`src/mie_pkg.sv`:
```
// Package for the instruction execution subset datapath.
// Assumes a single core clock domain; shared by the core and the ALU module.
package mie_pkg;

    // ------------------------------------------------------------
    // Widths and field layout
    // ------------------------------------------------------------
    localparam int DATA_W = 8;
    localparam int FADDR_W = 7;
    localparam int ROM_W = 14;
    localparam int PTR_W = 3;
    localparam int ROM_ADDR_W = 11;
    localparam int HIGH_W = 6;
    localparam int NIB_W = 4;
    localparam logic [6:0] FADDR_MAX = 7'h7f;
    localparam logic DEST_ACC = 1'b0;
    localparam logic DEST_REG = 1'b1;

    // ------------------------------------------------------------
    // Reset values
    // ------------------------------------------------------------
    localparam logic [7:0] ACC_RST = 8'h00;
    localparam logic [7:0] TMR_RST = 8'h00;
    localparam logic [7:0] TABLE_HIGH_DATA_RST = 8'h00;
    localparam logic [7:0] FILE_RST = 8'h00;
    localparam logic [7:0] ZERO_BYTE = 8'h00;
    localparam logic [1:0] HIGH_PAD = 2'h0;

    // Operation codes presented by the decoder
    typedef enum logic [2:0] {
        MIE_NOP = 3'h0,
        MIE_SWAP = 3'h1,
        MIE_LDTM = 3'h2,
        MIE_RDTM = 3'h3,
        MIE_TABLE = 3'h4,
        MIE_XORR = 3'h5,
        MIE_XORI = 3'h6
    } mie_op_t;

    // One decoded instruction
    typedef struct packed {
        mie_op_t op;
        logic [6:0] faddr;
        logic dest;
        logic [7:0] imm;
    } mie_instr_t;

    // ALU answer
    typedef struct packed {
        logic [7:0] value;
        logic zero_upd;
        logic to_reg;
        logic to_acc;
        logic to_tmr;
    } mie_alu_t;

    // Table read state
    typedef enum logic [0:0] {
        MIE_T_IDLE = 1'b0,
        MIE_T_FETCH = 1'b1
    } mie_tstate_t;

endpackage

```
`src/mie_core.sv`:
```
// Execution datapath for a subset of an 8-bit controller's instructions.
// Assumes a decoder supplies one instruction per cycle when instr_valid is high,
// and a program ROM answers rom_data one cycle after rom_addr is presented.
// The file register array is cleared by reset, so it maps to flops, not a RAM.
// An instruction offered while busy is high is dropped; the decoder re-offers it.
`timescale 1ns/1ps
module mie_core #(
    parameter int FILE_DEPTH = 128 // Number of file registers
) (
    input wire logic mclk, // Core clock, 40 MHz
    input wire logic rst_n, // Asynchronous reset, active low
    input wire logic instr_valid, // Instruction present this cycle
    input wire mie_pkg::mie_instr_t instr, // Decoded instruction
    input wire logic [2:0] table_pointer_high, // Table pointer high bits
    input wire logic [13:0] rom_data, // ROM word, one cycle after address
    output logic [10:0] rom_addr, // ROM address for table read
    output logic rom_rd, // ROM read strobe
    output logic busy, // Table read second cycle, stall decoder
    output logic [7:0] accumulator, // Accumulator
    output logic [7:0] timer0_mode_reg, // Timer0 mode register
    output logic [7:0] table_high_data, // Table high data register
    output logic zero_flag, // Zero status flag
    output logic [7:0] file_rd_data // Addressed file register, registered
);

    // ------------------------------------------------------------
    // State
    // ------------------------------------------------------------
    logic [7:0] file_mem [FILE_DEPTH];
    logic [7:0] next_accumulator;
    logic [7:0] next_timer0_mode_reg;
    logic [7:0] next_table_high_data;
    logic next_zero_flag;
    logic [10:0] next_rom_addr;
    logic next_rom_rd;
    logic next_busy;
    logic [7:0] next_file_rd_data;
    mie_pkg::mie_tstate_t tstate;
    mie_pkg::mie_tstate_t next_tstate;
    mie_pkg::mie_alu_t alu_res;
    logic [7:0] file_data;
    logic file_we;
    logic take;
    logic table_start;

    // Zero test on a result byte
    function automatic logic is_zero(input logic [7:0] v);
        is_zero = (v == mie_pkg::ZERO_BYTE);
    endfunction

    // True when an address falls inside the array; shared by read and write
    function automatic logic in_file(input logic [6:0] a);
        in_file = (int'(a) < FILE_DEPTH);
    endfunction

    // Instructions are taken only outside the table read second cycle
    assign take = instr_valid && (tstate == mie_pkg::MIE_T_IDLE);
    assign table_start = take && (instr.op == mie_pkg::MIE_TABLE);
    // Addresses beyond a shrunken array read as the reset value and are never written
    assign file_data = in_file(instr.faddr) ? file_mem[instr.faddr]
        : mie_pkg::FILE_RST;
    assign file_we = take && alu_res.to_reg && in_file(instr.faddr);

    // ------------------------------------------------------------
    // Arithmetic
    // ------------------------------------------------------------
    mie_alu u_alu (
        .instr(instr),
        .accumulator(accumulator),
        .file_data(file_data),
        .timer0_mode_reg(timer0_mode_reg),
        .res(alu_res)
    );

    // ------------------------------------------------------------
    // Table read sequencer
    // ------------------------------------------------------------
    // Cycle walk of a table read taken at edge N:
    //   edge N   : rom_addr = {pointer, accumulator}; rom_rd and busy rise
    //   cycle N+1: the ROM drives rom_data; an offered instruction is dropped
    //   edge N+1 : accumulator and table_high_data load; rom_rd and busy fall
    //   edge N+2 : the next instruction may be taken
    // Next sequencer values
    always_comb begin
        next_tstate = tstate;
        next_rom_addr = rom_addr;
        next_rom_rd = 1'b0;
        next_busy = 1'b0;
        case (tstate)
            mie_pkg::MIE_T_IDLE: begin
                if (table_start) begin
                    next_rom_addr = {table_pointer_high, accumulator};
                    next_rom_rd = 1'b1;
                    next_busy = 1'b1;
                    next_tstate = mie_pkg::MIE_T_FETCH;
                end
            end
            mie_pkg::MIE_T_FETCH: begin
                // The ROM word is captured at the end of this cycle
                next_tstate = mie_pkg::MIE_T_IDLE;
            end
            default: begin
                next_tstate = mie_pkg::MIE_T_IDLE;
            end
        endcase
    end

    // Register the sequencer; rom_addr holds until the next table read
    always_ff @(posedge mclk or negedge rst_n) begin
        if (!rst_n) begin
            tstate <= mie_pkg::MIE_T_IDLE;
            rom_addr <= '0;
            rom_rd <= 1'b0;
            busy <= 1'b0;
        end else begin
            tstate <= next_tstate;
            rom_addr <= next_rom_addr;
            rom_rd <= next_rom_rd;
            busy <= next_busy;
        end
    end

    // ------------------------------------------------------------
    // Architectural registers
    // ------------------------------------------------------------
    // Next values; the table read and a taken instruction never meet in one cycle
    always_comb begin
        next_accumulator = accumulator;
        next_timer0_mode_reg = timer0_mode_reg;
        next_table_high_data = table_high_data;
        if (tstate == mie_pkg::MIE_T_FETCH) begin
            // Second cycle: ROM word is back; flags untouched
            next_accumulator = rom_data[mie_pkg::DATA_W-1:0];
            next_table_high_data = {mie_pkg::HIGH_PAD,
                rom_data[mie_pkg::ROM_W-1:mie_pkg::DATA_W]};
        end else if (take && !table_start) begin
            if (alu_res.to_acc) begin
                next_accumulator = alu_res.value;
            end
            if (alu_res.to_tmr) begin
                next_timer0_mode_reg = alu_res.value;
            end
        end
    end

    // Register the accumulator and the two moved registers
    always_ff @(posedge mclk or negedge rst_n) begin
        if (!rst_n) begin
            accumulator <= mie_pkg::ACC_RST;
            timer0_mode_reg <= mie_pkg::TMR_RST;
            table_high_data <= mie_pkg::TABLE_HIGH_DATA_RST;
        end else begin
            accumulator <= next_accumulator;
            timer0_mode_reg <= next_timer0_mode_reg;
            table_high_data <= next_table_high_data;
        end
    end

    // ------------------------------------------------------------
    // Status flag
    // ------------------------------------------------------------
    // Only the two XOR forms touch the flag; swap, moves and the table read
    // leave it, so a test after a table read still sees the last XOR.
    always_comb begin
        next_zero_flag = zero_flag;
        if (take && alu_res.zero_upd) begin
            next_zero_flag = is_zero(alu_res.value);
        end
    end

    // Register the flag
    always_ff @(posedge mclk or negedge rst_n) begin
        if (!rst_n) begin
            zero_flag <= 1'b0;
        end else begin
            zero_flag <= next_zero_flag;
        end
    end

    // ------------------------------------------------------------
    // File read-back
    // ------------------------------------------------------------
    // Shows the cell addressed in the previous cycle, after any write in that
    // cycle, so a result stored back to a register can be watched at the pins.
    always_comb begin
        next_file_rd_data = file_data;
        if (file_we) begin
            next_file_rd_data = alu_res.value;
        end
    end

    // Register the read-back value
    always_ff @(posedge mclk or negedge rst_n) begin
        if (!rst_n) begin
            file_rd_data <= mie_pkg::FILE_RST;
        end else begin
            file_rd_data <= next_file_rd_data;
        end
    end

    // ------------------------------------------------------------
    // File register array
    // ------------------------------------------------------------
    // Cleared on reset so a swap or XOR never reads an unwritten cell; the
    // price is a reset tree over the whole array instead of a plain RAM.
    always_ff @(posedge mclk or negedge rst_n) begin
        if (!rst_n) begin
            for (int i = 0; i < FILE_DEPTH; i++) begin
                file_mem[i] <= mie_pkg::FILE_RST;
            end
        end else if (file_we) begin
            file_mem[instr.faddr] <= alu_res.value;
        end
    end

endmodule

```
`src/mie_alu.sv`:
```
// Combinational ALU for swap, exclusive-OR and timer mode moves.
// Assumes operands come from registers in the core on the same clock.
`timescale 1ns/1ps
module mie_alu (
    input wire mie_pkg::mie_instr_t instr, // Decoded instruction
    input wire logic [7:0] accumulator, // Accumulator value
    input wire logic [7:0] file_data, // Addressed file register
    input wire logic [7:0] timer0_mode_reg, // Timer0 mode value
    output mie_pkg::mie_alu_t res // Result and write strobes
);

    // Swap the two nibbles of a byte
    function automatic logic [7:0] swap_nib(input logic [7:0] v);
        swap_nib = {v[mie_pkg::NIB_W-1:0], v[mie_pkg::DATA_W-1:mie_pkg::NIB_W]};
    endfunction

    // Select result and which destinations are written
    always_comb begin
        res = '0;
        case (instr.op)
            mie_pkg::MIE_SWAP: begin
                res.value = swap_nib(file_data);
                res.to_reg = (instr.dest == mie_pkg::DEST_REG);
                res.to_acc = (instr.dest == mie_pkg::DEST_ACC);
            end
            mie_pkg::MIE_LDTM: begin
                res.value = accumulator;
                res.to_tmr = 1'b1;
            end
            mie_pkg::MIE_RDTM: begin
                res.value = timer0_mode_reg;
                res.to_acc = 1'b1;
            end
            mie_pkg::MIE_XORR: begin
                res.value = accumulator ^ file_data;
                res.zero_upd = 1'b1;
                res.to_reg = (instr.dest == mie_pkg::DEST_REG);
                res.to_acc = (instr.dest == mie_pkg::DEST_ACC);
            end
            mie_pkg::MIE_XORI: begin
                res.value = accumulator ^ instr.imm;
                res.zero_upd = 1'b1;
                res.to_acc = 1'b1;
            end
            default: begin
                res = '0;
            end
        endcase
    end

endmodule

```
`config.mk`:
```
export PLATFORM = sky130hd
export DESIGN_NAME = mie_core
export DESIGN_NICKNAME = d
export VERILOG_FILES = /design/src/mie_pkg.sv /design/src/mie_core.sv /design/src/mie_alu.sv
export SDC_FILE = /design/constraint.sdc
export NUM_CORES = 2
export LEC_CHECK = 0
export BUFFER_PORTS_ARGS = -buffer_cell sky130_fd_sc_hd__buf_2
export CORE_MARGIN = 8
export CORE_UTILIZATION = 25
export DETAILED_ROUTE_END_ITERATION = 6
export GPL_ROUTABILITY_DRIVEN = 1
export HOLD_SLACK_MARGIN = 0.08
export PLACE_DENSITY = 0.37
export REMOVE_ABC_BUFFERS = 1
export SETUP_SLACK_MARGIN = 0.2
export SLEW_MARGIN = 40
export SYNTH_ARGS = -nofsm -noshare
export SYNTH_HDL_FRONTEND = slang
export SYNTH_SLANG_ARGS = --single-unit
export TNS_END_PERCENT = 50
```
`constraint.sdc`:
```
create_clock -name mclk -period 6.4 [get_ports mclk]
set_input_delay 1.28 -clock mclk [delete_from_list [all_inputs] [get_ports mclk]]
set_output_delay 1.28 -clock mclk [all_outputs]
set_load 0.02 [all_outputs]
```
# Word level (Yosys, flattened, before mapping)
# Index checks and enable logic that the tools add are counted.
totals:
  regBits: 1068
  input_bits: 39
  output_inout_bits: 46
  word_cells: 183
op_classes:
  magnitude_cmp: 2
  n_eq_ne: 6
  mux: 18
  bitwise: 5
  n_reduce_logical: 16
op_table:
  columns: ["cell", "n"]
  rows:
  - ["bitwise mux 1024 bit", 1]
  - ["binary-select mux 8 bit (select 7 bit)", 1]
  - ["demux 8 bit (select 7 bit)", 1]
  - ["two-way mux 8 bit", 7]
  - ["one-hot mux 8 bit (5 select lines)", 1]
  - ["XOR 8 bit", 2]
  - ["equality test 3 bit, second input constant", 3]
  - ["greater-or-equal comparator 8 bit, second input constant", 1]
  - ["zero test 8 bit", 1]
  - ["less-than comparator 8 x 1 -> 1 bit, second input constant", 1]
  - ["inverter 7 -> 8 bit", 1]
  - ["equality test 3 x 2 -> 1 bit, second input constant", 2]
  - ["logical AND 1 bit", 6]
  - ["OR reduction 2 bit", 3]
  - ["two-way mux 1 bit", 5]
  - ["one-hot mux 1 bit (2 select lines)", 2]
  - ["AND reduction 2 bit", 2]
  - ["nonzero test 2 bit", 2]
  - ["equality test 3 x 1 -> 1 bit, second input constant", 1]
  - ["AND reduction 3 bit", 1]
  - ["inverter 1 bit", 2]
  - ["zero test 1 bit", 1]

# Logic depth before layout (Yosys ltp)
logic_depth:
  depth_word: 9
  mapped_depth: 17
  mapped_depth_nobuf: 10

# Cells and area by module
# Synthesis repeated with hierarchy kept, for this count alone.
hier_totals:
  cells_unflattened: 3802
  area_unflattened_um2: 49971.7
modules_own_cells:
  columns: ["mod", "n_inst", "cells_per_inst", "area_per_inst_um2", "seq_area_each_um2"]
  rows:
  - ["mie_core", 1, 3742, 49417.4, 26700.6]
  - ["mie_alu", 1, 60, 554.3, 0.0]

# Least setup slack after synthesis
# Ideal clock, no wire load.
synth_path:
  path_type: "input to register"
  from: "input port instr[11] in the netlist's numbering"
  to: "register file_rd_data[2]"
  setup_ps: 141
  arrival_ps: 3863
  required_time_ps: 6259
  path_slack_ps: 2396
  path_stages: 15
  n_path_buf: 6
  cell_sequence: "buf_6 > buf_8 > buf_6 > and2_4 > buf_6 > a221oi_2 > nor2_1 > a222oi_1 > o2111ai_1 > nor4_2 > mux2i_1 > o221a_4 > buf_6 > buf_6 > mux2i_4"
synth_between:
  elab_chain_cells: 7
synth_rtl:
  columns: ["item", "line_no", "rtl"]
  rows:
  - ["from (decl)", "mie_core.sv:13", "input wire mie_pkg::mie_instr_t instr,"]
  - ["inverter 7 -> 8 bit (implied by the code) *", "mie_core.sv:60", "assign file_data = in_file(instr.faddr) ? file_mem[instr.faddr]"]
  - ["binary-select mux 8 bit (select 7 bit) *", "mie_core.sv:60", null]
  - ["two-way mux 8 bit (implied by the code) * (2 in series)", "mie_core.sv:60", null]
  - ["XOR 8 bit", "mie_alu.sv:35", "res.value = accumulator ^ file_data;"]
  - ["one-hot mux 8 bit (5 select lines)", "mie_alu.sv:20", "case (instr.op)"]
  - ["two-way mux 8 bit *", "mie_core.sv:187", "if (file_we) begin"]
  - ["net next_file_rd_data[2]", "mie_core.sv:37", "logic [7:0] next_file_rd_data;"]
  - ["to (signal assigned)", "mie_core.sv:195", "file_rd_data <= mie_pkg::FILE_RST;"]
  - ["to (signal assigned)", "mie_core.sv:197", "file_rd_data <= next_file_rd_data;"]
  - ["to (decl)", "mie_core.sv:23", "output logic [7:0] file_rd_data"]
# The timed path passes the listed nets; every way through them passes the cells marked *. The select of a mux whose other input is x is not followed.
# A chain may end at the register's enable or synchronous reset.

# Final worst setup path
layout_path:
  from: "input port instr[10] in the netlist's numbering"
  to: "register file_mem[146] in the netlist's numbering"
layout_between:
  elab_chain_cells: 7
  elab_cells_between_ends: 12
  cone_classes: "2 x order compare; 7 x mux; 2 x bitwise; 1 x reduce/logical"
layout_rtl:
  columns: ["item", "line_no", "rtl"]
  rows:
  - ["inverter 7 -> 8 bit (implied by the code) *", "mie_core.sv:60, mie_core.sv:212", null]
  - ["binary-select mux 8 bit (select 7 bit)", "mie_core.sv:60", null]
  - ["two-way mux 8 bit (implied by the code) (2 in series)", "mie_core.sv:60", null]
  - ["XOR 8 bit", "mie_alu.sv:35", null]
  - ["one-hot mux 8 bit (5 select lines)", "mie_alu.sv:20", null]
  - ["bitwise mux 1024 bit *", "mie_core.sv:212", "file_mem[instr.faddr] <= alu_res.value;"]
  - ["to (signal, indexed assignment)", "mie_core.sv:209", "file_mem[i] <= mie_pkg::FILE_RST;"]
  - ["to (signal, indexed assignment)", "mie_core.sv:212", null]
  - ["to (decl)", "mie_core.sv:29", "logic [7:0] file_mem [FILE_DEPTH];"]
# Every way passes the cells marked *; elsewhere a longest branch is shown, timed or not. The select of a mux whose other input is x is not followed.

==> flow_metrics.tcl <==
set metrics [dict create \
    drive_gt1_share_pct 15.7 \
    die-area_mm2 0.208 \
    htreeDepth 4 \
    crit_cells 14 \
    cp.arrival_ns 5.67 \
    clk_pin_slew_worst_paths_ns 0.06 \
    synth_top_area_share_pct 55.2 \
    largest_register_ffs 1024 \
    clk_path_buf_depth 3 \
    io_pins 85 \
    fin_area_mm2 0.0568 \
    ys_types 97 \
    drc 0 \
    cp.required_ns 7.06 \
    dp_hpwl_um 132000 \
    holdBufCountCts 0 \
    syn_area_mm2 0.0484 \
    critPathCapture "file_mem[146]" \
    postCtsSetupRepairBufs 0 \
    fp.dieH_um 456 \
    fin_skew_ns 0.0348 \
    coreArea_mm2 0.192 \
    dieWidth_um 456 \
    fin_crit_sh_pct 78.3 \
    period_needed_ns 5.01 \
    synth_area_per_cell_um2 9.92 \
    slowest_stage "a2111oi_2" \
    cp-start-kind "input port" \
    dr.pass1.iters 7 \
    cts_buffers 133 \
    ys_seq_area_share_pct 55.2 \
    grt_start_max_net_pins 135 \
    worstSkewPairLatency_ns 0.81 \
    max_clock_freq_mhz 199 \
    async_flop_share_pct 100 \
    cts.root.buffer_cell "clkbuf_16" \
    synthToLayoutAreaGrowth_pct 17.4 \
    synth-edff-count 0 \
    cp-startpoint "instr[10]" \
    ys_seq_elements 1067 \
    slowest_delay_ns 0.67 \
    path_buf_inv 5 \
    place.gp.congestion 0.813 \
    cellPowerDensity_mw_per_mm2 293 \
    overflow 0 \
    io_buffers 82 \
    p_leak_nw 24.3 \
    vias 37300 \
    num_rows 161 \
    slew_viol_final 0 \
    slew_headroom_pct 44.3 \
    hold_viol 0 \
    yosysMostFrequentCell "nand2_1" \
    r2r_start "file_mem[461]" \
    viasPerCell 4.96 \
    drtIter0Drc 2737 \
    synth_area_leader_cell "dfrtp_1" \
    ys_warn_count 0 \
    whs_ns 0.470 \
    tightest_slew_ns 0.829 \
    finalPower_mw 16.6 \
    regMostFlops "file_mem" \
    grt_pass1_wl_um 291000 \
    cp_top_family "compound AO/OA/AOI/OAI gates" \
    worstPathMaxFanout 52 \
    cts_tree "built" \
    status "finished, final reports clean" \
    worst-setup-path-type "input port to flip-flop" \
    wirelength_um 199000 \
    crit_chain "buf_8, buf_12, buf_4, and3b_1, o21ai_0, a21oi_1, a2111oi_2, a311oi_1, buf_4, nor4_2, mux2i_1, o221a_4, buf_12, o21ai_0" \
    reg2reg_setup_slack_ns 2.35 \
    postPlaceCellArea_mm2 0.0523 \
    initial_utilization_pct 25.1 \
    grt_usage_pct 18.8 \
    utilization_pct 29.5 \
    grt_setup_unrepaired "no" \
    reg_top3 "file_mem: 1024 flops, rom_addr: 11 flops" \
    grt_pass1_vias 37600 \
    setup_viol 0 \
    synthTopCellsByCount "1,134 x nand2_1, 1,067 x dfrtp_1, 799 x o21ai_0" \
    synth_area_leaders "dfrtp_1 55%, nand2_1 8.8%, o21ai_0 8.3%" \
    grt_antenna_before_repair 6 \
    reg2reg_to "file_mem[293]" \
    ir_worst_vdd_v 0.000247 \
    cts_resized 0 \
    end_kind "flip-flop" \
    wire_per_inst_um 26.5 \
    drv_cap 0 \
    n_fill_cell 20100 \
    reg2regPathDepth 11 \
    cts_sinks 1067 \
    ant_nets 0 \
    hold_path_class "flip-flop to flip-flop" \
    synthFlopType "dfrtp_1" \
    nets 4921 \
    netlist_instances 4875 \
]
-- cell families (layout without fill, tap and decap cells) --
family                 after synthesis  after routing  share of synthesized area (%)
AO/OA/AOI/OAI                     1577           1577                           19.7
AND/OR/NAND/NOR                   1532           1532                           12.9
flip-flops                        1067           1067                           55.2
buffers and inverters              436            543                           4.69
multiplexers                       256            256                           7.42
XOR/XNOR                             6              6                          0.109
other                                1              4                        0.00775
-- area by class of cell --
cell class | count | area [um^2] | share of cell area [%]
timing repair buffer | 294 | 2840 | 5.00
multi-input combinational | 3373 | 19600 | 34.5
sequential | 1067 | 26700 | 47.0
inverter | 13 | 51.3 | 0.0904
clock inverter | 38 | 504 | 0.888
clock buffer | 198 | 3900 | 6.87
antenna | 2 | 5.00 | 0.00882
tap | 2526 | 3160 | 5.57
-- placed cells by master, fill, tap and decap left out, drive strengths merged, types with 12 or more instances in the layout --
master and count:
nand2 1134, dfrtp 1067, o21ai 969, buf 293, nor2 242, a21oi 232
clkbuf 199, mux2i 125, a221oi 95, mux4 75, a22oi 66, mux2 56
o221ai 30, nor3 27, nand3 25, clkinv 24, a221o 23, nor2b 20
inv 18, o22ai 17, a211oi 15, a222oi 13, nand2b 13, a22o 12
a21bo 12
-- metal layers --
layer | track usage, % | wire length, um | vias to the layer above
met1 | 26.3 | 92800 | 18900
met2 | 30.0 | 90900 | 931
li1 | - | - | 17200
met3 | 3.15 | 9530 | 268
met5 | 0 | 13 | -
met4 | 5.39 | 5900 | 2
-- through the flow --
stage	setup slack [ns]	instances	TNS, ns
6_report	1.39	7511	0
5_1_grt	1.34	7509	0
4_1_cts	1.48	7508	0
3_5_place_dp	0.611	7272	0
3_3_place_gp	0.284	7267	0
2_1_floorplan	-1.82	4453	-725.63
-- worst min-delay path: stages (launching register included) --
cell	delay [ns]
dfrtp_1	0.33
nand2_1	0.05
nand2_1	0.05
-- report_power, final --
part	switching (mW)	internal (mW)	total, mW
clock network	3.19	4.49	7.68
logic	1.43	0.536	1.97
registers	0.104	6.89	6.99
-- how the worst min path moves through the flow --
stage | startpoint | end | slack [ns] | cells past startpoint
after floorplan | file_mem[372] | file_mem[372] | 0.44 | 2
after global placement | file_mem[434] | file_mem[434] | 0.45 | 2
after detailed placement | rom_addr[5] | rom_addr[5] | 0.46 | 2
after CTS | rom_addr[1] | rom_addr[1] | 0.47 | 2
after global routing | file_mem[754] | file_mem[754] | 0.49 | 2
final | rom_addr[1] | rom_addr[1] | 0.47 | 2
(Power assumes the default switching activity.)
